[src/wdg_pkg.sv]
// Constants and carriers shared by the watchdog downcounter.
// Assumes one oscillator clock that also runs the CPU core.
package wdg_pkg;
   // Data-space address of the watchdog register.
   localparam logic [7:0]  WDG_COUNT_CONTROL_ADDR = 8'hd8;
   // Register image after chip reset.
   localparam logic [7:0]  WDG_RESET_IMAGE        = 8'hfe;
   // Field positions inside the register image.
   localparam int          WDG_ACTIVATE_BIT       = 0;
   localparam int          WDG_SOFT_RESET_BIT     = 1;
   localparam int          WDG_PERIOD_MSB_POS     = 2;
   localparam int          WDG_PERIOD_LSB_POS     = 7;
   // Physical counter: bit 6 is the soft-reset bit, bits 5..0 the period.
   localparam logic [6:0]  WDG_COUNT_RESET        = 7'h7f;
   localparam logic [6:0]  WDG_COUNT_LAST_SAFE    = 7'h40;
   // Oscillator cycles per counter step.
   localparam int          WDG_STEP_CYCLES        = 3072;
   localparam logic [11:0] WDG_PRESC_LAST         = 12'(WDG_STEP_CYCLES - 1);
   localparam logic [11:0] WDG_PRESC_RESET        = 12'h000;
   localparam logic [7:0]  WDG_UNMAPPED_READ      = 8'h00;

   // Core power state.
   typedef enum logic [1:0] {
      PWR_RUN,
      PWR_WAIT,
      PWR_STOP
   } wdg_pwr_e;

   // One data-space access from the core.
   typedef struct packed {
      logic       wr;
      logic       rd;
      logic [7:0] addr;
      logic [7:0] wdata;
   } wdg_bus_req_s;

   // Option bits fixed when the device is programmed.
   typedef struct packed {
      logic hw_activation;
      logic ext_stop_ctrl;
   } wdg_opt_s;
endpackage

[src/wdg_downcounter.sv]
// Digital watchdog downcounter with its data-space register and stop/wait
// handling. Assumes the chip reset generator feeds wdg_reset_out back into
// rst_n_in, and that the core pulses stop/wait when it executes those.
// Function
// Reset image: disabled, longest period.
// Soft-reset bit falling issues chip reset.
// Register bit order reversed against counter.
// Six period bits give 64 timeout choices.
// Counter steps every 3072 oscillator cycles.
// Hardware option forces activation bit high.
// Software activation sticks until chip reset.
// Disabled counter works as 7-bit timer.
// At least 28 instructions before timeout.
// Software reloads within 27 instructions.
// Start-up code disables unexpected activation.
// Interrupts disabled: no wake from stop/wait.
// Board keeps interrupt pin high for stop.
// Hardware option without control: stop acts as wait.
// Stop with pin high freezes counter.
// Counter resumes from frozen value after stop.
module wdg_downcounter
   import wdg_pkg::*;
(
   input  wire logic         clk_sys_in,
   input  wire logic         rst_n_in,
   input  wire wdg_bus_req_s bus_req_in,
   input  wire wdg_opt_s     opt_in,
   input  wire logic         nmi_pin_in,
   input  wire logic         nmi_req_in,
   input  wire logic         irq_req_in,
   input  wire logic         global_irq_enable_in,
   input  wire logic         stop_instr_in,
   input  wire logic         wait_instr_in,
   output logic [7:0]        rdata_out,
   output logic              wdg_reset_out,
   output logic              stop_mode_out,
   output logic              wait_mode_out,
   output logic              wake_out,
   output logic              nmi_service_out
);
   logic [6:0]  count;
   logic        activate;
   logic [11:0] presc;
   wdg_pwr_e    pwr;
   logic        active;
   logic        wr_hit;
   logic        rd_hit;
   logic        step;
   logic        fall_by_write;
   logic        fall_by_count;
   logic        stop_allowed;
   logic        wake;
   logic [7:0]  image;
   logic [6:0]  wr_count;

   // Address decode and effective activation.
   assign wr_hit = bus_req_in.wr && (bus_req_in.addr == WDG_COUNT_CONTROL_ADDR);
   assign rd_hit = bus_req_in.rd && (bus_req_in.addr == WDG_COUNT_CONTROL_ADDR);
   // Hardware option forced.
   assign active = activate || opt_in.hw_activation;

   // Reversed bit mapping.
   generate
      for (genvar i = 0; i < 7; i++) begin : g_map
         assign image[WDG_PERIOD_LSB_POS - i] = count[i];
         assign wr_count[i] = bus_req_in.wdata[WDG_PERIOD_LSB_POS - i];
      end
   endgenerate
   assign image[WDG_ACTIVATE_BIT] = active;

   // Step on prescaler wrap.
   assign step = (presc == WDG_PRESC_LAST) && (pwr != PWR_STOP);

   // Soft-reset bit falls by write or, when running, by count.
   assign fall_by_write = wr_hit && count[6] && !bus_req_in.wdata[WDG_SOFT_RESET_BIT];
   // Timer mode never resets on rollover.
   assign fall_by_count = !wr_hit && step && active && (count == WDG_COUNT_LAST_SAFE);

   // Stop only when watchdog off or pin high under external control.
   assign stop_allowed = !active || (opt_in.ext_stop_ctrl && nmi_pin_in);
   // Wake only while interrupts are globally enabled.
   assign wake = (irq_req_in || nmi_req_in) && global_irq_enable_in;

   // Prescaler; restarted by every register write, so that an activation or a
   // reload always starts a full step whatever the phase was before it.
   always_ff @(posedge clk_sys_in) begin
      if (!rst_n_in) begin
         presc <= WDG_PRESC_RESET;
      end else if (wr_hit) begin
         // Full step after activation or reload.
         presc <= WDG_PRESC_RESET;
      end else if (step) begin
         presc <= WDG_PRESC_RESET;
      end else if (pwr != PWR_STOP) begin
         presc <= presc + 12'h001;
      end
   end

   // Physical downcounter; a write reloads it and wins over a step.
   always_ff @(posedge clk_sys_in) begin
      if (!rst_n_in) begin
         // Longest period after reset.
         count <= WDG_COUNT_RESET;
      end else if (wr_hit) begin
         // Period bits loaded from the write.
         count <= wr_count;
      end else if (step) begin
         // Frozen in stop, resumes afterwards.
         count <= count - 7'h01;
      end
   end

   // Activation bit; software can only set it.
   always_ff @(posedge clk_sys_in) begin
      if (!rst_n_in) begin
         activate <= 1'b0;
      end else if (wr_hit && bus_req_in.wdata[WDG_ACTIVATE_BIT]) begin
         // Set-only activation.
         activate <= 1'b1;
      end
   end

   // Chip reset request, raised on the same edge as the soft-reset bit falls.
   always_ff @(posedge clk_sys_in) begin
      if (!rst_n_in) begin
         wdg_reset_out <= 1'b0;
      end else begin
         wdg_reset_out <= fall_by_write || fall_by_count;
      end
   end

   // Register read data.
   always_ff @(posedge clk_sys_in) begin
      if (!rst_n_in) begin
         rdata_out <= WDG_UNMAPPED_READ;
      end else if (rd_hit) begin
         rdata_out <= image;
      end else if (bus_req_in.rd) begin
         rdata_out <= WDG_UNMAPPED_READ;
      end
   end

   // Power state of the core as seen by the watchdog.
   always_ff @(posedge clk_sys_in) begin
      if (!rst_n_in) begin
         pwr <= PWR_RUN;
      end else begin
         unique case (pwr)
            PWR_RUN: begin
               if (stop_instr_in && stop_allowed) begin
                  pwr <= PWR_STOP;
               end else if (stop_instr_in || wait_instr_in) begin
                  pwr <= PWR_WAIT;
               end
            end
            PWR_WAIT, PWR_STOP: begin
               // Leave on an enabled interrupt.
               if (wake) begin
                  pwr <= PWR_RUN;
               end
            end
         endcase
      end
   end

   // Mode flags and interrupt hand-off.
   assign stop_mode_out   = (pwr == PWR_STOP);
   assign wait_mode_out   = (pwr == PWR_WAIT);
   assign wake_out        = (pwr != PWR_RUN) && wake;
   // Serviced in run even with interrupts disabled.
   assign nmi_service_out = (pwr == PWR_RUN) && nmi_req_in;
endmodule

[config.mk]
export PLATFORM = sky130hd
export DESIGN_NAME = wdg_downcounter
export DESIGN_NICKNAME = d
export VERILOG_FILES = /design/src/wdg_pkg.sv /design/src/wdg_downcounter.sv
export SDC_FILE = /design/constraint.sdc
export NUM_CORES = 1
export LEC_CHECK = 0
export BUFFER_PORTS_ARGS = -buffer_cell sky130_fd_sc_hd__buf_4
export CORE_MARGIN = 2
export CORE_UTILIZATION = 46
export CTS_CLUSTER_SIZE = 28
export DETAILED_ROUTE_END_ITERATION = 12
export HOLD_SLACK_MARGIN = 0.08
export PLACE_DENSITY = 0.74
export REMOVE_ABC_BUFFERS = 1
export SLEW_MARGIN = 20
export SYNTH_ARGS = -nofsm -noshare
export SYNTH_HDL_FRONTEND = slang
export SYNTH_SLANG_ARGS = --single-unit
export TNS_END_PERCENT = 30
[constraint.sdc]
create_clock -name clk_sys_in -period 2.2 [get_ports clk_sys_in]
set_input_delay 0 -clock clk_sys_in [delete_from_list [all_inputs] [get_ports clk_sys_in]]
set_output_delay 0 -clock clk_sys_in [all_outputs]
set_load 0.02 [all_outputs]
==> results of run 1 <==
-- layout make-up --
cell class	count	share of cell area (%)
clock buffer	6	1.98
inverter	12	2.16
multi-input combinational	135	41.3
sequential	31	29.8
tap	46	2.76
timing repair buffer	57	22.0
-- flip-flops by register name (all words and copies together), names as in the netlist --
register       flops
count              7
wdg_reset_out      1
pwr                2
activate           1
presc             12
rdata_out          8
-- worst register-to-register path, stage by stage (launching register included) --
cell      delay, ps
dfxtp_1         360
inv_1            70
ha_1            210
nand4b_4        170
or4_4           600
or3_1           370
a21oi_1         140
-- routing by layer --
layer / routed length (µm) / part of all wire [%] / vias up
met5: 0 / 0 / -
met4: 64 / 1.9 / 0
met3: 138 / 4.1 / 6
met2: 1560 / 47 / 31
met1: 1590 / 47 / 651
li1: - / - / 763
-- metrics by stage --
| step | setup WS [ps] | area (µm²) |
|---|---|---|
| after floorplan | 39.4 | 1520 |
| after global placement | 171 | 1920 |
| after detailed placement | 148 | 1920 |
| after global routing | 57.5 | 2080 |
| after CTS | 114 | 2080 |
| final | 212 | 2080 |
-- timing repair --
item,CTS,global route
hold endpoints to repair,15,0
setup endpoints to repair,0,2
hold buffers,12,0
gates resized for setup,0,1
-- worst paths after layout --
path | to | cells after the start
hold reg to reg | rdata_out[0] | 2
setup / recovery | wdg_reset_out | 6
hold / removal | rdata_out[3] | 4
setup reg to reg | wdg_reset_out | 6
-- power by group --
group | internal (mW) | total (mW) | switching [mW] | leakage (nW)
logic | 0.101 | 0.182 | 0.0809 | 0.595
clock network | 0.113 | 0.286 | 0.173 | 0.0242
registers | 0.575 | 0.590 | 0.0148 | 0.251
-- synthesized netlist by cell type, types with 2 or more instances --
cell / n / area [µm²]
a2111oi_0: 2 / 17.5
a21oi_1: 4 / 20.0
a22oi_1: 8 / 60.1
a311oi_1: 4 / 35.0
and2_1: 3 / 18.8
buf_2: 2 / 10.0
clkbuf_1: 5 / 18.8
dfxtp_1: 31 / 621
ha_1: 6 / 75.1
inv_1: 11 / 41.3
mux2i_1: 2 / 20.0
nand2_1: 15 / 56.3
nand2b_1: 2 / 12.5
nand3_1: 5 / 25.0
nor2_1: 32 / 120
nor2b_1: 2 / 12.5
nor3_1: 7 / 35.0
nor3b_1: 3 / 22.5
nor4_1: 8 / 50.1
o21ai_0: 3 / 15.0
or3_1: 4 / 25.0
xnor2_1: 8 / 70.1
xor2_1: 3 / 26.3
-- cell usage in the layout, fill, tap and decap left out, types with 2 or more instances in the layout --
cell and n:
nand2_1 15, clkbuf_4 5, mux2i_1 2, xnor2_1 8, a311oi_1 4, dfxtp_1 31, nor3_1 6, nor3b_1 3
nand2b_1 2, xor2_1 3, a21oi_1 4, inv_1 11, o21ai_0 3, or3_1 4, nor2b_1 2, ha_1 6
and2_1 3, nor4_1 8, a2111oi_0 2, dlygate4sd3_1 12, nand3_1 5, buf_4 45, a22oi_1 8, nor2_1 32
-- logic make-up after synthesis --
family | Yosys count | share of synthesized area, %
DFF | 31 | 40.2
and+or+nand+nor | 88 | 29.4
muxes | 2 | 1.30
buffers and inverters | 19 | 4.78
adders and majority gates | 6 | 4.86
xor gates and xnor gates | 11 | 6.24
AOI/OAI and AO/OA | 28 | 13.3
==> results.sh, run 1 <==
export IMPL_status="finished clean"
export IMPL_min_period_over_period_pct=90.4
export IMPL_avgSynthCellArea_um2=8.35
export IMPL_grt_max_degree=23
export IMPL_port_buffers=40
export IMPL_cp_required_ps=2460
export IMPL_track_usage_pct=19.0
export IMPL_fin_tns_setup_ps=0
export IMPL_htree_levels=2
export IMPL_hold_path_startpoint="bus_req_in[16]"
export IMPL_start_util_pct=47.0
export IMPL_tritoncts="built"
export IMPL_fillers=290
export IMPL_wire_per_inst_um=11.7
export IMPL_ys_async_sr_fraction_pct=0
export IMPL_finalNonFillerCells=287
export IMPL_cts_buffer_depth=2
export IMPL_grt_setup_unrepaired="no"
export IMPL_antenna_cells=0
export IMPL_finalHoldViolCount=0
export IMPL_slowest_delay_ps=600
export IMPL_synth_distinct_cells=38
export IMPL_finalMaxSlewViolations=0
export IMPL_syn_inst=185
export IMPL_worst_r2r_setup_slack_ps=210
export IMPL_use_met2_pct=30.4
export IMPL_grt_ovfl_total=0
export IMPL_routed_wl_um=3360
export IMPL_regArea_um2=621
export IMPL_holdWs_ps=141
export IMPL_cts_root_buf="clkbuf_4"
export IMPL_num_nets_final=276
export IMPL_cp_num_buf_inv=1
export IMPL_worstSetupEndpointType="register"
export IMPL_p_total_mw=1.06
export IMPL_power_density_nw_per_um2=508
export IMPL_met3_usage_pct=6.21
export IMPL_antenna_left=0
export IMPL_worstPathMaxFanout=7
export IMPL_fin_crit_ps=1990
export IMPL_use_met1_pct=23.3
export IMPL_relSlewSlack_pct=59.3
export IMPL_grt_pass1_vias=1318
export IMPL_drive_gt1_share_pct=22.4
export IMPL_clk_pin_slew_ps=90
export IMPL_synth_enable_flop_cells=0
export IMPL_antenna_found_initial=0
export IMPL_dp_cells=269
export IMPL_hpwlAfterDp_um=2440
export IMPL_drtIter0Drc=41
export IMPL_cts_sinks=31
export IMPL_numCtsBuffers=5
export IMPL_row_count=21
export IMPL_drv_cap=0
export IMPL_tightest_slew_ps=610
export IMPL_critPathSlowestCell="or4_4"
export IMPL_grt_pass1_wl_um=5370
export IMPL_startpoint="pwr[0]"
export IMPL_dr_pass1_iters=4
export IMPL_finalSetupViolCount=0
export IMPL_syn_to_final_growth_pct=34.7
export IMPL_path_cells="inv_1 -> ha_1 -> nand4b_4 -> or4_4 -> or3_1 -> a21oi_1"
export IMPL_core_area_um2=3280
export IMPL_postCtsSetupBuffers=0
export IMPL_die_area_um2=3840
export IMPL_leakagePower_nw=0.870
export IMPL_fin_skew_ps=6.38
export IMPL_multi_input_area_um2=860
export IMPL_io_pins=41
export IMPL_fp_dieW_um=62.0
export IMPL_ir_drop_v=0.000280
export IMPL_vias=1451
export IMPL_gp_congestion=0.827
export IMPL_drc=0
export IMPL_avgViaCountPerCell=5.06
export IMPL_synth_seq_cells=31
export IMPL_criticalPathCategory="register to register"
export IMPL_max_freq_mhz=503
export IMPL_ys_dominant_reg_cell="dfxtp_1"
export IMPL_netlist_area_um2=1550
export IMPL_grt_busiest_layer="met2"
export IMPL_start_kind="register"
export IMPL_crit_arrival_ps=2250
export IMPL_fin_util_pct=63.4
export IMPL_clock_latency_ps=330
export IMPL_ys_warnings_count=0
export IMPL_die_y_um=62.0
export IMPL_crit_family="simple AND/OR/NAND/NOR gates"
export IMPL_yosysSeqAreaShare_pct=40.2
export IMPL_r2r_start="pwr[0]"
export IMPL_hp_class="input port to register"
(Power assumes the default switching activity.)
==> run 2: changes to the inputs <==
Settings changed: RECOVER_POWER set to 50.
==> results.sh, run 2 (synthesis gave the netlist of run 1 again) <==
export IMPL_finalSetupViolCount=0
export IMPL_core_area_um2=3280
export IMPL_avgViaCountPerCell=5.12
export IMPL_wire_per_inst_um=11.8
export IMPL_antenna_found_initial=0
export IMPL_hp_class="input port to register"
export IMPL_vias=1470
export IMPL_tightest_slew_ps=588
export IMPL_grt_setup_unrepaired="no"
export IMPL_criticalPathCategory="register to register"
export IMPL_place_area_um2=1920
export IMPL_track_usage_pct=19.0
export IMPL_numCtsBuffers=5
export IMPL_drtIter0Drc=40
export IMPL_fin_ws_ps=209
export IMPL_hold_path_startpoint="bus_req_in[16]"
export IMPL_hpwlAfterDp_um=2440
export IMPL_postCtsSetupBuffers=0
export IMPL_io_pins=41
export IMPL_design_area_um2=2030
export IMPL_cts_sinks=31
export IMPL_power_density_nw_per_um2=517
export IMPL_die_y_um=62.0
export IMPL_fp_dieW_um=62.0
export IMPL_fin_crit_ps=1990
export IMPL_reg_top3="presc x12, rdata_out x8, count x7"
export IMPL_clock_latency_ps=330
export IMPL_p_total_mw=1.05
export IMPL_fin_tns_setup_ps=0
export IMPL_htree_levels=2
export IMPL_port_buffers=40
export IMPL_cts_buffer_depth=2
export IMPL_max_freq_mhz=502
export IMPL_worstSetupEndpointType="register"
export IMPL_syn_to_final_growth_pct=31.6
export IMPL_drc=0
export IMPL_finalMaxSlewViolations=0
export IMPL_clk_pin_slew_ps=90
export IMPL_num_nets_final=276
export IMPL_drive_gt1_share_pct=17.0
export IMPL_leakagePower_nw=0.815
export IMPL_layout_common_cells="nor2_1 (32), buf_4 (32), dfxtp_1 (31), nand2_1 (15), clkbuf_1 (14)"
export IMPL_dr_pass1_iters=6
export IMPL_start_kind="register"
export IMPL_drv_cap=0
export IMPL_largest_register="presc"
export IMPL_holdWs_ps=139
export IMPL_finalHoldViolCount=0
export IMPL_grt_ovfl_total=0
export IMPL_tritoncts="built"
export IMPL_fillers=307
export IMPL_relSlewSlack_pct=60.7
export IMPL_routed_wl_um=3370
export IMPL_fin_skew_ps=6.17
export IMPL_grt_pass1_vias=1318
export IMPL_cp_required_ps=2460
export IMPL_crit_arrival_ps=2250
export IMPL_ir_drop_v=0.000280
export IMPL_antenna_cells=0
export IMPL_start_util_pct=47.0
export IMPL_startpoint="pwr[0]"
export IMPL_die_area_um2=3840
export IMPL_gp_congestion=0.827
export IMPL_row_count=21
export IMPL_r2r_start="pwr[0]"
export IMPL_worstPathMaxFanout=7
export IMPL_dpl_worst_slack_ps=148
export IMPL_antenna_left=0
export IMPL_worst_r2r_setup_slack_ps=210
export IMPL_min_period_over_period_pct=90.5
export IMPL_grt_pass1_wl_um=5370
export IMPL_cts_root_buf="clkbuf_4"
export IMPL_status="finished clean"
export IMPL_grt_max_degree=23
export IMPL_largest_reg_flops=12
[run 2: cell types whose count changed in the layout (fill, tap and decap cells not counted)]
cell / change
and2_0: +1
and2_1: -1
clkbuf_1: +13
buf_4: -13
[run 2: metal layers]
| layer | GRT usage, % | vias to the layer above | part of all wire [%] |
|---|---|---|---|
| li1 | - | 766 | - |
| met1 | 23.3 | 663 | 47 |
| met2 | 30.4 | 35 | 46 |
| met3 | 6.21 | 6 | 4.1 |
| met4 | 8.51 | 0 | 1.9 |
| met5 | 0 | - | 0 |
[run 2: final cells by class]
| type | instances | area, µm² | share of cell area, % |
|---|---|---|---|
| clock buffer | 6 | 41.3 | 2.03 |
| sequential | 31 | 621 | 30.5 |
| multi-input combinational | 135 | 860 | 42.3 |
| timing repair buffer | 57 | 409 | 20.1 |
| tap | 46 | 57.6 | 2.83 |
| inverter | 12 | 45.0 | 2.22 |
[run 2: final timing paths]
kind,endpoint,depth (start not counted)
worst max register to register,wdg_reset_out,6
worst min register to register,rdata_out[0],2
worst max-delay path,wdg_reset_out,6
worst min-delay path,rdata_out[1],4
[run 2: worst max-delay path, cell delays in order (launching register included)]
cell      delay, ps
dfxtp_1         360
inv_1            70
ha_1            210
nand4b_4        170
or4_4           600
or3_1           370
a21oi_1         140
[run 2: report_power, final]
group	total (mW)	switching [mW]	internal, mW
Combinational	0.175	0.0805	0.0948
Sequential	0.590	0.0147	0.575
Clock	0.287	0.173	0.113
Total	1.05	0.269	0.783
[run 2: through the flow]
stage | util (%) | instances
2_1_floorplan | - | 178
3_3_place_gp | 58.4 | 269
3_5_place_dp | 58.4 | 269
4_1_cts | 63.3 | 287
5_1_grt | 61.9 | 287
6_report | 61.9 | 287
[run 2: timing repair]
action | CTS | global route
resized for setup | 0 | 1
hold buffers | 12 | 0
hold endpoints to repair | 15 | 0
endpoints found under the setup margin | 0 | 2
==> run 3: changes to the inputs <==
Settings changed: CORE_UTILIZATION 46 to 24, PLACE_DENSITY 0.74 to unset.
==> results.sh, run 3 (synthesis gave the netlist of run 1 again) <==
export IMPL_status="finished clean"
export IMPL_finalHoldViolCount=0
export IMPL_fp_dieW_um=84.2
export IMPL_worstSetupEndpointType="register"
export IMPL_holdWs_ps=93.5
export IMPL_hpwlAfterDp_um=2750
export IMPL_vias=1479
export IMPL_finalSetupViolCount=0
export IMPL_port_buffers=40
export IMPL_wire_per_inst_um=11.8
export IMPL_dpl_worst_slack_ps=88.4
export IMPL_io_pins=41
export IMPL_fillers=678
export IMPL_start_util_pct=24.6
export IMPL_critPathSlowestCell="or4_4"
export IMPL_drive_gt1_share_pct=17.8
export IMPL_p_total_mw=1.19
export IMPL_path_cells="inv_1 -> ha_1 -> nand4b_4 -> or4_4 -> or3_1 -> a21oi_1"
export IMPL_die_y_um=84.2
export IMPL_seqPwrFrac_pct=49.6
export IMPL_start_kind="register"
export IMPL_final_common_cell="nor2_1"
export IMPL_syn_to_final_growth_pct=36.0
export IMPL_die_area_um2=7100
export IMPL_use_met1_pct=14.0
export IMPL_htree_levels=2
export IMPL_tightest_slew_ps=610
export IMPL_ir_drop_v=0.000231
export IMPL_power_density_nw_per_um2=566
export IMPL_dp_cells=300
export IMPL_antenna_cells=0
export IMPL_fin_crit_ps=2020
export IMPL_switching_share_pct=26.2
export IMPL_grt_max_degree=23
export IMPL_avgViaCountPerCell=4.64
export IMPL_relSlewSlack_pct=59.3
export IMPL_dr_pass1_iters=4
export IMPL_cp_required_ps=2410
export IMPL_core_area_um2=6280
export IMPL_fin_skew_ps=2.74
export IMPL_grt_setup_unrepaired="no"
export IMPL_finalNonFillerCells=319
export IMPL_met3_usage_pct=3.05
export IMPL_num_nets_final=275
export IMPL_cts_root_buf="clkbuf_8"
export IMPL_grt_ovfl_total=0
export IMPL_p_switching_mw=0.311
export IMPL_antenna_left=0
export IMPL_track_usage_pct=11.2
export IMPL_clk_pin_slew_ps=60
export IMPL_row_count=29
export IMPL_numCtsBuffers=5
export IMPL_largest_register="presc"
export IMPL_criticalPathCategory="register to register"
export IMPL_cts_sinks=31
export IMPL_drc=0
export IMPL_drv_cap=0
export IMPL_largest_reg_flops=12
export IMPL_max_freq_mhz=494
export IMPL_clock_latency_ps=280
export IMPL_hp_class="input port to register"
export IMPL_drtIter0Drc=45
export IMPL_fin_ws_ps=177
export IMPL_p_int_mw=0.879
export IMPL_layout_common_cells="nor2_1 (32), dfxtp_1 (31), buf_4 (31), nand2_1 (15), clkbuf_1 (14)"
export IMPL_grt_pass1_vias=1432
export IMPL_worstPathMaxFanout=7
export IMPL_reg_top3="presc x12, rdata_out x8, count x7"
export IMPL_tritoncts="built"
export IMPL_comb_power_share_pct=13.8
export IMPL_gp_congestion=0.734
export IMPL_fin_tns_setup_ps=0
export IMPL_crit_arrival_ps=2230
export IMPL_finalMaxSlewViolations=0
export IMPL_slowest_delay_ps=600
export IMPL_leakagePower_nw=0.831
export IMPL_min_period_over_period_pct=91.9
export IMPL_antenna_found_initial=0
export IMPL_grt_busiest_layer="met2"
export IMPL_clock_power_share_pct=36.5
export IMPL_routed_wl_um=3780
export IMPL_grt_pass1_wl_um=6450
export IMPL_cts_buffer_depth=2
export IMPL_use_met2_pct=17.6
run 3: cell types whose count changed in the layout (fill, tap and decap cells not counted), sizes merged:
| cell | change |
|---|---|
| dlygate4sd3 | -1 |
| buf | -1 |
| clkinv | +3 |
run 3: layer usage:
| metal | share of wire (%) | vias up |
|---|---|---|
| li1 | - | 763 |
| met1 | 49 | 682 |
| met2 | 46 | 28 |
| met3 | 3.3 | 6 |
| met4 | 1.8 | 0 |
| met5 | 0 | - |
run 3: what timing repair did:
action                                 in CTS  in global routing
buffers inserted                            0                  0
endpoints found under the hold margin      12                  0
hold buffers                               11                  0
gates resized for setup                     0                  1
setup endpoints to repair                   0                  1
run 3: final cells by class:
cell class	instances	area (µm²)	share of cell area [%]
inverter	12	45.0	2.14
timing repair buffer	56	395	18.8
clock inverter	3	15.0	0.715
multi-input combinational	135	860	40.9
tap	77	96.3	4.59
sequential	31	621	29.5
clock buffer	5	68.8	3.28
run 3: stage by stage:
step	area (µm²)	utilization (%)
global route	2100	33.5
finish	2100	33.5
floorplan	1520	-
detailed placement	1960	31.2
global placement	1960	31.2
CTS	2150	34.2
run 3: final timing paths:
kind | from | end | slack (ps) | cells past startpoint
hold reg to reg | rdata_out[0] | rdata_out[0] | 460 | 2
setup / recovery | pwr[0] | wdg_reset_out | 180 | 6
hold / removal | wait_instr_in | pwr[0] | 90 | 5
setup reg to reg | pwr[0] | wdg_reset_out | 180 | 6
run 3: worst max-delay path: cells and delay by family, from the launching register on:
kind            cells  cell delay, ps
compound gates      1             150
fa+ha+maj           1             210
buf+inv             1              80
flops               1             360
simple gates        3            1160
run 3: power by group through the flow:
stage,Combinational [mW],Sequential [mW],Clock (mW)
floorplan,0.0890,0.600,0
global placement,0.159,0.602,0
detailed placement,0.160,0.603,0
CTS,0.176,0.590,0.453
global route,0.187,0.593,0.475
finish,0.165,0.590,0.435
